File: config.mk
export PLATFORM = sky130hd
export DESIGN_NAME = pcd_divider
export DESIGN_NICKNAME = d
export VERILOG_FILES = /design/src/hw/pcd_pkg.sv /design/src/hw/pcd_div_core.sv /design/src/hw/pcd_divider.sv
export SDC_FILE = /design/constraint.sdc
export NUM_CORES = 1
export LEC_CHECK = 0
export ABC_AREA = 1
export BUFFER_PORTS_ARGS = -buffer_cell sky130_fd_sc_hd__buf_2
export CAP_MARGIN = 20
export CORE_ASPECT_RATIO = 0.8
export CORE_MARGIN = 2
export CORE_UTILIZATION = 57
export CTS_BUF_LIST = sky130_fd_sc_hd__clkbuf_8
export DETAILED_ROUTE_END_ITERATION = 10
export PLACE_DENSITY_LB_ADDON = 0.3
export REMOVE_ABC_BUFFERS = 1
export SYNTH_ARGS = -nofsm -noshare
export SYNTH_HDL_FRONTEND = slang
export SYNTH_SLANG_ARGS = --single-unit
File: constraint.sdc
create_clock -name mclk -period 1.95 [get_ports mclk]
set_clock_uncertainty 0.15 [all_clocks]
set_input_delay 0.2925 -clock mclk [delete_from_list [all_inputs] [get_ports mclk]]
set_output_delay 0.2925 -clock mclk [all_outputs]
set_load 0.05 [all_outputs]
File: src/hw/pcd_pkg.sv
package pcd_pkg;

    // ----------------------------------------
    // Clock and timing figures
    // ----------------------------------------
    localparam int CLK_PERIOD_PS = 8000;
    localparam int SETTLE_PS = 1600;
    localparam int STOP_PS = 700;
    localparam int SETUP_PS = 20000;
    // Least times round up, longest times round down, never below one cycle
    localparam int SETTLE_CYC_RAW = (SETTLE_PS + CLK_PERIOD_PS - 1) / CLK_PERIOD_PS;
    localparam int SETTLE_CYC = (SETTLE_CYC_RAW < 1) ? 1 : SETTLE_CYC_RAW;
    localparam int STOP_CYC_RAW = STOP_PS / CLK_PERIOD_PS;
    localparam int STOP_CYC = (STOP_CYC_RAW < 1) ? 1 : STOP_CYC_RAW;
    localparam int SETUP_CYC = (SETUP_PS + CLK_PERIOD_PS - 1) / CLK_PERIOD_PS;

    // ----------------------------------------
    // Sequencing counts in input clock periods
    // ----------------------------------------
    localparam int PEND_BASE_CYC = 64;
    localparam logic [7:0] PEND_CYC = 8'(PEND_BASE_CYC + SETTLE_CYC);
    localparam logic [7:0] RESUME_CYC = 8'(PEND_BASE_CYC + SETTLE_CYC);
    localparam logic [7:0] IDLE_CYC = 8'hC0;

    // ----------------------------------------
    // Ratio encoding and reset values
    // ----------------------------------------
    localparam logic [7:0] SEL_ZERO = 8'h00;
    localparam logic [8:0] RATIO_MAX = 9'h100;
    localparam logic [8:0] RATIO_ONE = 9'h001;
    localparam logic [7:0] SEL_RST = 8'h00;

    // ----------------------------------------
    // Sequencer states
    // ----------------------------------------
    typedef enum logic [2:0] {
        ST_RUN,
        ST_PENDING,
        ST_IDLE,
        ST_HOLD,
        ST_RESUME
    } pcd_state_t;

endpackage

File: src/hw/pcd_div_core.sv
`timescale 1ns/10ps
`default_nettype none

module pcd_div_core (
    // Clock and reset
    input wire logic mclk,
    input wire logic rst_b,
    // Control
    input wire logic run,
    input wire logic [8:0] ratio,
    // Divided clock
    output logic clk_out
);

    logic [7:0] cnt;
    logic pos_q;
    logic neg_q;
    logic [8:0] hi_cyc;
    logic wrap;

    // ----------------------------------------
    // Period counter
    // ----------------------------------------
    // High phase length, rounded up for odd ratios
    assign hi_cyc = {1'b0, ratio[8:1]} + {8'h00, ratio[0]};
    assign wrap = ({1'b0, cnt} == (ratio - pcd_pkg::RATIO_ONE));

    // Count 0..ratio-1, parked at zero while stopped
    always_ff @(posedge mclk) begin
        if (!rst_b || !run) begin
            cnt <= 8'h00;
        end else if (wrap) begin
            cnt <= 8'h00;
        end else begin
            cnt <= cnt + 8'h01;
        end
    end

    // Rising-edge phase flop
    always_ff @(posedge mclk) begin
        if (!rst_b || !run) begin
            pos_q <= 1'b0;
        end else begin
            pos_q <= ({1'b0, cnt} < hi_cyc);
        end
    end

    // Half-cycle delayed copy trims odd ratios to half high
    always_ff @(negedge mclk) begin
        if (!rst_b) begin
            neg_q <= 1'b0;
        end else begin
            neg_q <= pos_q;
        end
    end

    // ----------------------------------------
    // Output select
    // ----------------------------------------
    // Ratio one passes the clock, odd ratios overlap both phases
    always_comb begin
        if (ratio == pcd_pkg::RATIO_ONE) begin
            clk_out = pos_q & mclk;
        end else if (ratio[0]) begin
            clk_out = pos_q & neg_q;
        end else begin
            clk_out = pos_q;
        end
    end
endmodule

`default_nettype wire

File: src/hw/pcd_divider.sv
`timescale 1ns/10ps
`default_nettype none

// Notes on behaviour
// - A nonzero select code 1..255 is taken as an unsigned value, bit 7 highest, and sets that division ratio.
// - An all-zero select code divides by 256.
// - The divided clock is high for half its period for every ratio, odd or even.
// - After any select change the divider goes idle 64 to 128 periods plus 1.6 ns later.
// - From idle it waits another 192 periods and then runs with the new ratio.
// - The divider resets its own state at power-up and on every select change.
// - External reset high stops dividing within three cycles, after its two-stage synchroniser, and holds the output low.
// - After external reset falls the divider runs again 64 to 128 periods plus 1.6 ns later.
// - The select may change while the clock runs, with about 20 ns set-up.
module pcd_divider (
    // Clock and reset
    input wire logic mclk,
    input wire logic rst_b,
    // Controller pins
    input wire logic [7:0] ratio_select_bits,
    input wire logic ext_reset,
    // Divided clock and status
    output logic div_clk_out,
    output logic div_idle
);

    logic [7:0] sel_s1;
    logic [7:0] sel_s2;
    logic [7:0] sel_prev;
    logic rst_s1;
    logic rst_s2;
    logic sel_change;
    pcd_pkg::pcd_state_t state;
    logic [7:0] cnt;
    logic [8:0] ratio;
    logic run;
    logic [7:0] resume_len;

    // Select code to ratio, zero meaning the largest ratio
    function automatic logic [8:0] ratio_of(input logic [7:0] sel);
        if (sel == pcd_pkg::SEL_ZERO) begin
            ratio_of = pcd_pkg::RATIO_MAX;
        end else begin
            ratio_of = {1'b0, sel};
        end
    endfunction

    // ----------------------------------------
    // Pin synchronisers
    // ----------------------------------------
    // Two stages for the select lines, plus the last seen code
    always_ff @(posedge mclk) begin
        if (!rst_b) begin
            sel_s1 <= pcd_pkg::SEL_RST;
            sel_s2 <= pcd_pkg::SEL_RST;
            sel_prev <= pcd_pkg::SEL_RST;
        end else begin
            sel_s1 <= ratio_select_bits;
            sel_s2 <= sel_s1;
            sel_prev <= sel_s2;
        end
    end

    // Two stages for the external reset
    always_ff @(posedge mclk) begin
        if (!rst_b) begin
            rst_s1 <= 1'b0;
            rst_s2 <= 1'b0;
        end else begin
            rst_s1 <= ext_reset;
            rst_s2 <= rst_s1;
        end
    end

    assign sel_change = (sel_s2 != sel_prev);

    // ----------------------------------------
    // Sequencer
    // ----------------------------------------
    // State and interval counter; external reset outranks a select change
    always_ff @(posedge mclk) begin
        if (!rst_b) begin
            state <= pcd_pkg::ST_RESUME;
            cnt <= 8'h00;
        end else if (rst_s2) begin
            state <= pcd_pkg::ST_HOLD;
            cnt <= 8'h00;
        end else if (sel_change && state != pcd_pkg::ST_HOLD) begin
            state <= pcd_pkg::ST_PENDING;
            cnt <= 8'h00;
        end else begin
            unique case (state)
                pcd_pkg::ST_RUN: begin
                    cnt <= 8'h00;
                end
                pcd_pkg::ST_PENDING: begin
                    if (cnt == pcd_pkg::PEND_CYC - 8'h01) begin
                        state <= pcd_pkg::ST_IDLE;
                        cnt <= 8'h00;
                    end else begin
                        cnt <= cnt + 8'h01;
                    end
                end
                pcd_pkg::ST_IDLE: begin
                    if (cnt == pcd_pkg::IDLE_CYC - 8'h01) begin
                        state <= pcd_pkg::ST_RUN;
                        cnt <= 8'h00;
                    end else begin
                        cnt <= cnt + 8'h01;
                    end
                end
                pcd_pkg::ST_HOLD: begin
                    state <= pcd_pkg::ST_RESUME;
                    cnt <= 8'h00;
                end
                pcd_pkg::ST_RESUME: begin
                    if (cnt == pcd_pkg::RESUME_CYC - 8'h01) begin
                        state <= pcd_pkg::ST_RUN;
                        cnt <= 8'h00;
                    end else begin
                        cnt <= cnt + 8'h01;
                    end
                end
            endcase
        end
    end

    // Ratio taken fresh each time an idle or resume interval ends
    always_ff @(posedge mclk) begin
        if (!rst_b) begin
            ratio <= pcd_pkg::RATIO_MAX;
        end else if ((state == pcd_pkg::ST_IDLE && cnt == pcd_pkg::IDLE_CYC - 8'h01)
                     || (state == pcd_pkg::ST_RESUME && cnt == pcd_pkg::RESUME_CYC - 8'h01)) begin
            ratio <= ratio_of(sel_s2);
        end
    end

    // ----------------------------------------
    // Divider core and status
    // ----------------------------------------
    // Output keeps running until the pending interval ends
    assign run = (state == pcd_pkg::ST_RUN || state == pcd_pkg::ST_PENDING) && !rst_s2;

    pcd_div_core u_core (
        .mclk(mclk),
        .rst_b(rst_b),
        .run(run),
        .ratio(ratio),
        .clk_out(div_clk_out)
    );

    // Idle flag from the sequencer state
    always_ff @(posedge mclk) begin
        if (!rst_b) begin
            div_idle <= 1'b1;
        end else begin
            div_idle <= !run;
        end
    end

    // Resume interval length, counted apart from the sequencer counter
    always_ff @(posedge mclk) begin
        if (!rst_b || state != pcd_pkg::ST_RESUME) begin
            resume_len <= 8'h00;
        end else begin
            resume_len <= resume_len + 8'h01;
        end
    end
endmodule

`default_nettype wire

==> results.json, run 1 <==
{
  "ys_seq_area_share_pct": 37.9,
  "die_y_um": 69.0,
  "drt_iter0_markers": 113,
  "drt_wl_total_um": 6100,
  "combPwrFrac_pct": 8.3,
  "dr_total_vias": 2590,
  "reg2reg_depth": 12,
  "power.internal_mw": 1.91,
  "via_per_inst": 4.91,
  "drive_gt1_share_pct": 20.8,
  "switching_share_pct": 26.6,
  "first_global_vias": 2453,
  "hold_path_end": "sel_s2[2]$_SDFF_PN0_",
  "fp.dieW_um": 85.3,
  "rows": 23,
  "cp_max_fo": 1,
  "ys_ff_latch": 57,
  "pwr-share-clk_pct": 44.0,
  "core_um2": 5060,
  "tightest_slew_ps": 329,
  "tns_ps": -935,
  "setup_violations": 10,
  "numPortBuffers": 12,
  "timing.rr.start": "ratio[0]$_SDFFE_PN0P_",
  "hold_violations": 0,
  "p_sw_mw": 0.692,
  "powerDensity_nw_per_um2": 721,
  "timing.rr.end": "u_core.pos_q$_SDFF_PP0_",
  "r2r_setup_slack_ps": -170,
  "maxCapViolations": 0,
  "tritoncts": "done",
  "overflow": 0,
  "start_util_pct": 59.5,
  "layout.nets": 486,
  "hpwl_um": 4260,
  "peakVddDrop_v": 0.000664,
  "slew_violations": 0,
  "clock_latency_ps": 450,
  "grtUsageTotal_pct": 23.3,
  "io_pins": 13,
  "synth_area_um2": 3010,
  "crit_required_ps": 1510,
  "synthTopCellsByArea": "dfxtp_1 38%, nand2_1 13%, inv_1 8.3%",
  "ys.flop_type": "dfxtp_1",
  "insertedDiodeCount": 0,
  "netlist.area_leader.share_pct": 37.9,
  "clkSlewWorstSetupHoldPaths_ps": 70,
  "timing.final.ws_setup_ps": -624,
  "dieArea_um2": 5890,
  "worstPathArrival_ps": 2130,
  "status": "finished with violations",
  "drt_pass1_iterations": 4,
  "grt_pass1_wl_um": 10700,
  "ant_nets": 0,
  "rsz0062_at_grt": "true",
  "drc_errors": 0,
  "hold_depth": 2,
  "utilization_pct": 71.2,
  "yosys-top-cells-count": "106 x nand2_1, 67 x inv_1, 57 x dfxtp_1",
  "cp-start-kind": "flop",
  "async_reset_ff_share_pct": 0,
  "hp-class": "reg -> reg",
  "synth.most_common_cell": "nand2_1",
  "wl_per_cell_um": 11.5,
  "antenna_found_initial": 0,
  "gp_congestion": 0.876,
  "area_delta_synth_final_pct": 19.8,
  "p_leak_nw": 1.86,
  "netlist_instances": 420,
  "yosys.area.top_type": "dfxtp_1",
  "maxSlewHeadroom_pct": 78.1,
  "synth_edf_count": 0,
  "crit_type": "reg -> out",
  "yosysUniqueCellTypes": 35,
  "yosys_warnings": 0,
  "min_from": "sel_s1[2]$_SDFF_PN0_",
  "violations": "setup timing",
  "cp-end-kind": "output port",
  "pwr-share-seq_pct": 47.7,
  "grt_max_degree": 35,
  "syn_avg_cell_area_um2": 7.17
}
critical path, stage by stage (launching register included):
cell     delay (ps)
dfxtp_1         300
nor2_1           40
a21oi_2         140
buf_6           180
power by group through the flow:
| stage | clock (mW) | sequential (mW) | combinational [mW] |
|---|---|---|---|
| floorplan | 0.0154 | 1.26 | 0.133 |
| global placement | 0.0171 | 1.26 | 0.190 |
| detailed placement | 0.0171 | 1.27 | 0.197 |
| CTS | 1.16 | 1.24 | 0.215 |
| global route | 1.24 | 1.25 | 0.244 |
| finish | 1.15 | 1.24 | 0.216 |
layer usage:
metal  wire length, um  up-vias  part of all wire, %  track usage [%]
met2              2810       59                   46             36.5
met1              2880     1170                   47             29.9
met3               337       12                  5.5             8.14
met5                 0        -                    0                0
met4                65        0                  1.1             7.58
li1                  -     1349                    -                -
state kept, by name, summed over array words and instances (netlist names):
register	flops
sel_prev	8
u_core.cnt	8
state	3
ratio	9
rst_s1	1
sel_s2	8
sel_s1	8
rst_s2	1
div_idle	1
u_core.neg_q	1
cnt	8
u_core.pos_q	1
cells in the final DEF (no fill, tap or decap), types with 2 or more instances in the layout:
cell type / n
nor3_2: 3
nor2_2: 13
ha_4: 2
dlygate4sd3_1: 10
xnor2_1: 6
nand3_1: 21
clkinvlp_4: 3
nand3b_1: 3
nor2_1: 39
nor4_1: 2
nand3_2: 3
inv_1: 68
buf_4: 15
inv_2: 13
dfxtp_2: 3
buf_2: 11
nor3_1: 3
clkbuf_8: 13
o21ai_0: 5
dfxtp_1: 54
nor2_4: 2
nand2_2: 2
xor2_1: 17
clkinv_1: 2
nand3_4: 2
a21oi_1: 9
nand2_1: 105
nand2_4: 3
o21ai_1: 8
ha_1: 12
cell families (layout without fill, tap and decap cells):
kind of cell | after synthesis | count (layout) | synth area share, %
and+or+nand+nor | 205 | 205 | 31.6
buffers and inverters | 92 | 138 | 12.5
DFF | 57 | 57 | 37.9
AOI/OAI and AO/OA | 28 | 28 | 5.23
xor gates and xnor gates | 24 | 24 | 6.98
adders and majority gates | 14 | 14 | 5.81
cell type report:
type | instances | area [um^2]
Timing Repair Buffer | 36 | 268
Multi-Input combinational cell | 271 | 1580
Clock buffer | 14 | 190
Clock inverter | 7 | 38.8
Fill cell | 373 | 1460
Tap cell | 62 | 77.6
Sequential cell | 57 | 1140
Inverter | 81 | 307
per-stage QoR:
stage / hold WS, ps / power, mW / setup WS [ps] / area (um^2) / cells
after CTS: 263 / 2.62 / -711 / 3560 / 528
after detailed placement: 248 / 1.48 / -170 / 3200 / 499
after global routing: 289 / 2.73 / -705 / 3610 / 528
after floorplan: 236 / 1.41 / -574 / 2950 / 410
after global placement: 244 / 1.47 / -161 / 3200 / 499
final: 265 / 2.60 / -624 / 3610 / 528
what timing repair did:
action | CTS | global route
setup endpoints to repair | 10 | 10
buffers inserted | 0 | 0
pin swaps | 11 | 8
hold buffers | 10 | 0
cloned | 0 | 0
resized for setup | 12 | 10
endpoints found under the hold margin | 10 | 0
worst max path at each step:
stage / start / to / slack [ps] / cells past startpoint
final: u_core.neg_q$_SDFF_NN0_ / div_clk_out / -620 / 3
after global routing: u_core.neg_q$_SDFF_NN0_ / div_clk_out / -710 / 3
after CTS: u_core.neg_q$_SDFF_NN0_ / div_clk_out / -710 / 3
after detailed placement: u_core.neg_q$_SDFF_NN0_ / div_clk_out / -170 / 3
after global placement: u_core.neg_q$_SDFF_NN0_ / div_clk_out / -160 / 3
after floorplan: u_core.neg_q$_SDFF_NN0_ / div_clk_out / -570 / 2
Power figures use the tool's default switching activity.
==> run 2, diff against run 1 <==
- ABC_AREA: 1 -> 0
- CORE_MARGIN: 2 -> 1.5
==> run 2 against run 1 <==
- non-clock buffer count up 48
- global-route usage up 8.0 points
- critical path depth is 1 higher
- clock-buffer cell count down 1
- highest routed layer unchanged
- the run still ends with setup timing left
- critical endpoint unchanged
==> results.json, run 2 <==
{
  "status": "finished with violations",
  "violations": "setup timing",
  "synthTopCellsByArea": "dfxtp_1 42%, xor2_1 6.7%, and2_1 6.4%",
  "gp_congestion": 0.814,
  "fp.dieW_um": 80.4,
  "timing.final.ws_setup_ps": -668,
  "layout.nets": 406,
  "hp-class": "in -> reg",
  "worstPathArrival_ps": 2180,
  "first_global_vias": 2511,
  "io_pins": 13,
  "drt_pass1_iterations": 7,
  "maxCapViolations": 0,
  "tightest_slew_ps": 491,
  "synth_mux_area_share_pct": 2.93,
  "synth.most_common_cell": "dfxtp_1",
  "cp_max_fo": 1,
  "dr_total_vias": 2631,
  "combPwrFrac_pct": 13.2,
  "worst-path-buf-inv": 1,
  "die_y_um": 65.0,
  "rows": 22,
  "powerDensity_nw_per_um2": 760,
  "pwr-share-clk_pct": 44.2,
  "nFillCells": 221,
  "crit_required_ps": 1510,
  "peakVddDrop_v": 0.000598,
  "yosys.area_share.simple_pct": 25.7,
  "drive_gt1_share_pct": 38.1,
  "p_leak_nw": 1.73,
  "core_um2": 4600,
  "yosysUniqueCellTypes": 47,
  "ys.flop_type": "dfxtp_1",
  "cpPeakStageDelay_ps": 300,
  "critPathTopFamily": "flip-flops",
  "hold_violations": 0,
  "clock_latency_ps": 450,
  "synth_top_family_by_area": "simple AND/OR/NAND/NOR gates",
  "rsz0062_at_grt": "true",
  "ant_nets": 0,
  "synth_compound_area_share_pct": 8.78,
  "netlist.area_leader.share_pct": 41.7,
  "dieArea_um2": 5230,
  "largest_register_ffs": 9,
  "setup_violations": 14,
  "netlist_instances": 294,
  "yosys.area.top_type": "dfxtp_1",
  "yosys_warnings": 0,
  "drt_iter0_markers": 289,
  "grtUsageTotal_pct": 31.2,
  "grt_max_degree": 31,
  "ys_seq_area_share_pct": 41.7,
  "tritoncts": "done",
  "maxSlewHeadroom_pct": 67.2,
  "via_per_inst": 5.90,
  "whs_ps": 131,
  "start_util_pct": 59.5,
  "slew_violations": 0,
  "final_cell_mix": "58 x buf_4, 48 x dfxtp_1, 28 x and2_1",
  "synth_xor_xnor_area_share_pct": 10.9,
  "yosys-top-cells-count": "57 x dfxtp_1, 28 x and2_1, 24 x nor2_1",
  "pwr-share-seq_pct": 42.7,
  "syn_avg_cell_area_um2": 9.30,
  "drt_wl_total_um": 8460,
  "switching_share_pct": 27.9,
  "p_sw_mw": 0.824,
  "crit_type": "reg -> out",
  "async_reset_ff_share_pct": 0,
  "wl_per_cell_um": 19.0,
  "synth_area_um2": 2740,
  "power.internal_mw": 2.13,
  "dpl_worst_slack_ps": -405,
  "antenna_found_initial": 0,
  "grt_pass1_wl_um": 11900,
  "cp-start-kind": "flop",
  "critPathSlowestCell": "dfxtp_1",
  "power.total_mw": 2.95,
  "crit_chain": "nor2_1 -> nand2_1 -> o211a_1 -> buf_6",
  "area_delta_synth_final_pct": 42.0,
  "ys_ff_latch": 57,
  "synth_edf_count": 0,
  "numPortBuffers": 12,
  "cp-end-kind": "output port",
  "synthAdderAreaFrac_pct": 6.40,
  "clkSlewWorstSetupHoldPaths_ps": 80,
  "insertedDiodeCount": 0,
  "regMostFlops": "ratio",
  "overflow": 0,
  "layout_commonest_cell": "buf_4",
  "hpwl_um": 4110,
  "drc_errors": 0
}
==> run 2: changes by cell type in the layout (fill, tap and decap cells not counted), sizes merged, moves of 11 or more <==
cell,change
nor2,-31
inv,-69
nand3,-11
nor2b,+12
buf,+49
nand2,-98
and2,+28
==> run 2: final timing paths <==
| kind | start | to | slack, ps | cells after the start |
|---|---|---|---|---|
| worst max-delay path | u_core.neg_q$_SDFF_NN0_ | div_clk_out | -670 | 4 |
| worst min-delay path | rst_b | state[2]$_SDFFE_PN1P_ | 130 | 3 |
| worst max register to register | ratio[2]$_SDFFE_PN0P_ | u_core.cnt[2]$_SDFF_PP0_ | -270 | 7 |
| worst min register to register | sel_s1[3]$_SDFF_PN0_ | sel_s2[3]$_SDFF_PN0_ | 280 | 1 |
==> run 2: metrics by stage <==
stage / std cells / utilization, % / area (um^2) / TNS [ps]
floorplan: 281 / - / 2680 / -4230
global route: 446 / 84.5 / 3880 / -3840
finish: 446 / 84.5 / 3880 / -3000
global placement: 407 / 70.0 / 3220 / -5470
CTS: 441 / 81.9 / 3770 / -1450
detailed placement: 407 / 70.0 / 3220 / -6640
==> run 2: logic make-up after synthesis <==
family | after synthesis
AND/OR/NAND/NOR | 124
flip-flops | 57
multiplexers | 8
buffers and inverters | 24
adder cells (fa/ha/maj) | 14
AO/OA/AOI/OAI | 33
XOR/XNOR | 34
==> run 2: cell type report <==
type                            count  area (um^2)  share of cell area (%)
Clock inverter                      8         75.1                    1.93
Clock buffer                       13          176                    4.54
Tap cell                           60         75.1                    1.93
Inverter                           10         42.5                    1.10
Multi-Input combinational cell    214         1710                    44.0
Sequential cell                    57         1160                    29.9
Timing Repair Buffer               84          648                    16.7
==> run 2: power groups by stage <==
stage | Sequential [mW] | Combinational, mW | Clock, mW
2_1_floorplan | 1.29 | 0.149 | 0.0201
6_report | 1.26 | 0.388 | 1.30
3_3_place_gp | 1.28 | 0.269 | 0.0225
4_1_cts | 1.25 | 0.320 | 1.30
3_5_place_dp | 1.28 | 0.281 | 0.0225
5_1_grt | 1.26 | 0.411 | 1.37
==> run 2: worst register-to-register path, cell delays in order, from the launching register on <==
cell	delay, ps
dfxtp_4	380
or3_4	420
nor3_4	270
xor2_1	210
o211ai_1	150
a211oi_4	270
buf_6	180
nor2_1	70
==> run 2: repair_timing <==
action                                 CTS  global route
setup endpoints to repair               28            28
pin swaps                               10            14
hold buffers                             9             0
setup buffers                            6             4
endpoints found under the hold margin    9             0
gates cloned                             0             1
resized for setup                       45            26
==> run 2: per-layer routing <==
metal	track usage [%]	vias up	part of all wire [%]
met2	52.3	156	47
li1	-	1178	-
met5	0	-	0
met1	35.8	1236	41
met4	15.3	0	4.6
met3	10.0	61	7.1
==> run 3, diff against run 2 <==
- CORE_UTILIZATION: 57 -> 60
- TNS_END_PERCENT: unset -> 30
- clock period: 1.95 -> 3.25 ns (I/O delays scaled with it)
==> run 3 against run 2 <==
- design area decreased by 21%
- critical path depth unchanged
- power decreased by 44%
- the flow still finishes with violations (setup timing)
- sequential power decreased by 39%
==> results.json, run 3 (synthesis gave the netlist of run 2 again) <==
{
  "regMostFlops": "ratio",
  "setup_violations": 1,
  "grt_pass1_wl_um": 8590,
  "ant_nets": 0,
  "fp.dieW_um": 78.5,
  "maxCapViolations": 0,
  "p_leak_nw": 1.32,
  "critPathSlowestCell": "dfxtp_1",
  "rows": 21,
  "drive_gt1_share_pct": 12.4,
  "tightest_slew_ps": 646,
  "hpwl_um": 3370,
  "drt_pass1_iterations": 4,
  "tritoncts": "done",
  "status": "finished with violations",
  "crit_chain": "nor2_1 -> nand2_1 -> o211a_1 -> buf_6",
  "critPathTopFamily": "flip-flops",
  "clock_latency_ps": 450,
  "hold_violations": 0,
  "cp-end-kind": "output port",
  "worst-path-buf-inv": 1,
  "grtUsageTotal_pct": 23.4,
  "antenna_found_initial": 0,
  "cpPeakStageDelay_ps": 290,
  "slew_violations": 0,
  "rsz0062_at_grt": "true",
  "drt_wl_total_um": 4910,
  "drc_errors": 0,
  "drt_iter0_markers": 103,
  "overflow": 0,
  "gp_congestion": 0.931,
  "violations": "setup timing",
  "die_y_um": 63.4,
  "peakVddDrop_v": 0.000358,
  "numPortBuffers": 12,
  "hp-class": "in -> reg",
  "wl_per_cell_um": 13.2,
  "io_pins": 13,
  "first_global_vias": 1952,
  "layout_commonest_cell": "dfxtp_1",
  "via_per_inst": 5.44,
  "crit_type": "reg -> out",
  "clkSlewWorstSetupHoldPaths_ps": 70,
  "layout.nets": 334,
  "powerDensity_nw_per_um2": 537,
  "cp-start-kind": "flop",
  "utilization_pct": 71.6,
  "cts_hold_buf": 0,
  "largest_register_ffs": 9,
  "grt_max_degree": 41,
  "maxSlewHeadroom_pct": 56.9,
  "core_um2": 4280,
  "area_delta_synth_final_pct": 12.2,
  "start_util_pct": 63.9,
  "dieArea_um2": 4980,
  "insertedDiodeCount": 0,
  "worstPathArrival_ps": 2910,
  "timing.final.ws_setup_ps": -299,
  "cp_max_fo": 1,
  "final_cell_mix": "57 x dfxtp_1, 28 x and2_1, 24 x nor2_1",
  "crit_required_ps": 2610,
  "dr_total_vias": 2017,
  "power.total_mw": 1.65
}
-- run 3: path summary, 6_finish.rpt --
path                                 from  slack (ps)                  endpoint  cells after the start
setup / recovery  u_core.neg_q$_SDFF_NN0_        -300               div_clk_out                      4
hold / removal       ratio_select_bits[7]          90      sel_s1[7]$_SDFF_PN0_                      2
setup reg to reg    ratio[0]$_SDFFE_PN0P_         670  u_core.cnt[4]$_SDFF_PP0_                      8
hold reg to reg      sel_s1[5]$_SDFF_PN0_         280      sel_s2[5]$_SDFF_PN0_                      1
-- run 3: cell type report --
| class | instances | area (um^2) |
|---|---|---|
| clock buffer | 13 | 176 |
| clock inverter | 8 | 75.1 |
| fill | 308 | 1210 |
| inverter | 10 | 37.5 |
| multi-input combinational | 213 | 1500 |
| sequential | 57 | 1140 |
| tap | 57 | 71.3 |
| timing repair buffer | 13 | 70.1 |
-- run 3: what timing repair did --
| item | 4_1_cts | 5_1_grt |
|---|---|---|
| buffers inserted | 0 | 0 |
| pin swaps | 0 | 0 |
| endpoints found under the setup margin | 1 | 1 |
| resized for setup | 2 | 0 |
-- run 3: per-stage QoR --
step           hold slack, ps  setup TNS, ps  std cells  area, um^2  worst slack [ps]
6_report                 91.9           -299        371        3070              -299
5_1_grt                  70.9           -369        371        3070              -369
4_1_cts                  77.1           -318        370        3060              -318
3_5_place_dp              270              0        351        2820               238
3_3_place_gp              264              0        351        2820               240
2_1_floorplan             262              0        281        2680               214
-- run 3: worst register-to-register path: stages, from the launching register on --
cell and delay, ps:
dfxtp_1 540, inv_1 130, ha_1 300, o21ba_2 220
a221oi_1 300, a41o_1 130, a41oi_1 170, a211oi_4 430
nor2_1 90
-- run 3: power breakdown --
part / internal, mW / total [mW] / switching (mW)
registers: 0.730 / 0.764 / 0.0339
logic: 0.0587 / 0.124 / 0.0653
clock network: 0.438 / 0.758 / 0.321
total: 1.23 / 1.65 / 0.420
-- run 3: routing by layer --
| layer | vias to the layer above | wire [um] | GRT usage (%) |
|---|---|---|---|
| met3 | 17 | 341 | 11.4 |
| met2 | 52 | 2130 | 32.7 |
| met1 | 915 | 2310 | 28.7 |
| met4 | 0 | 130 | 14.1 |
| li1 | 1033 | - | - |
| met5 | - | 0 | 0 |
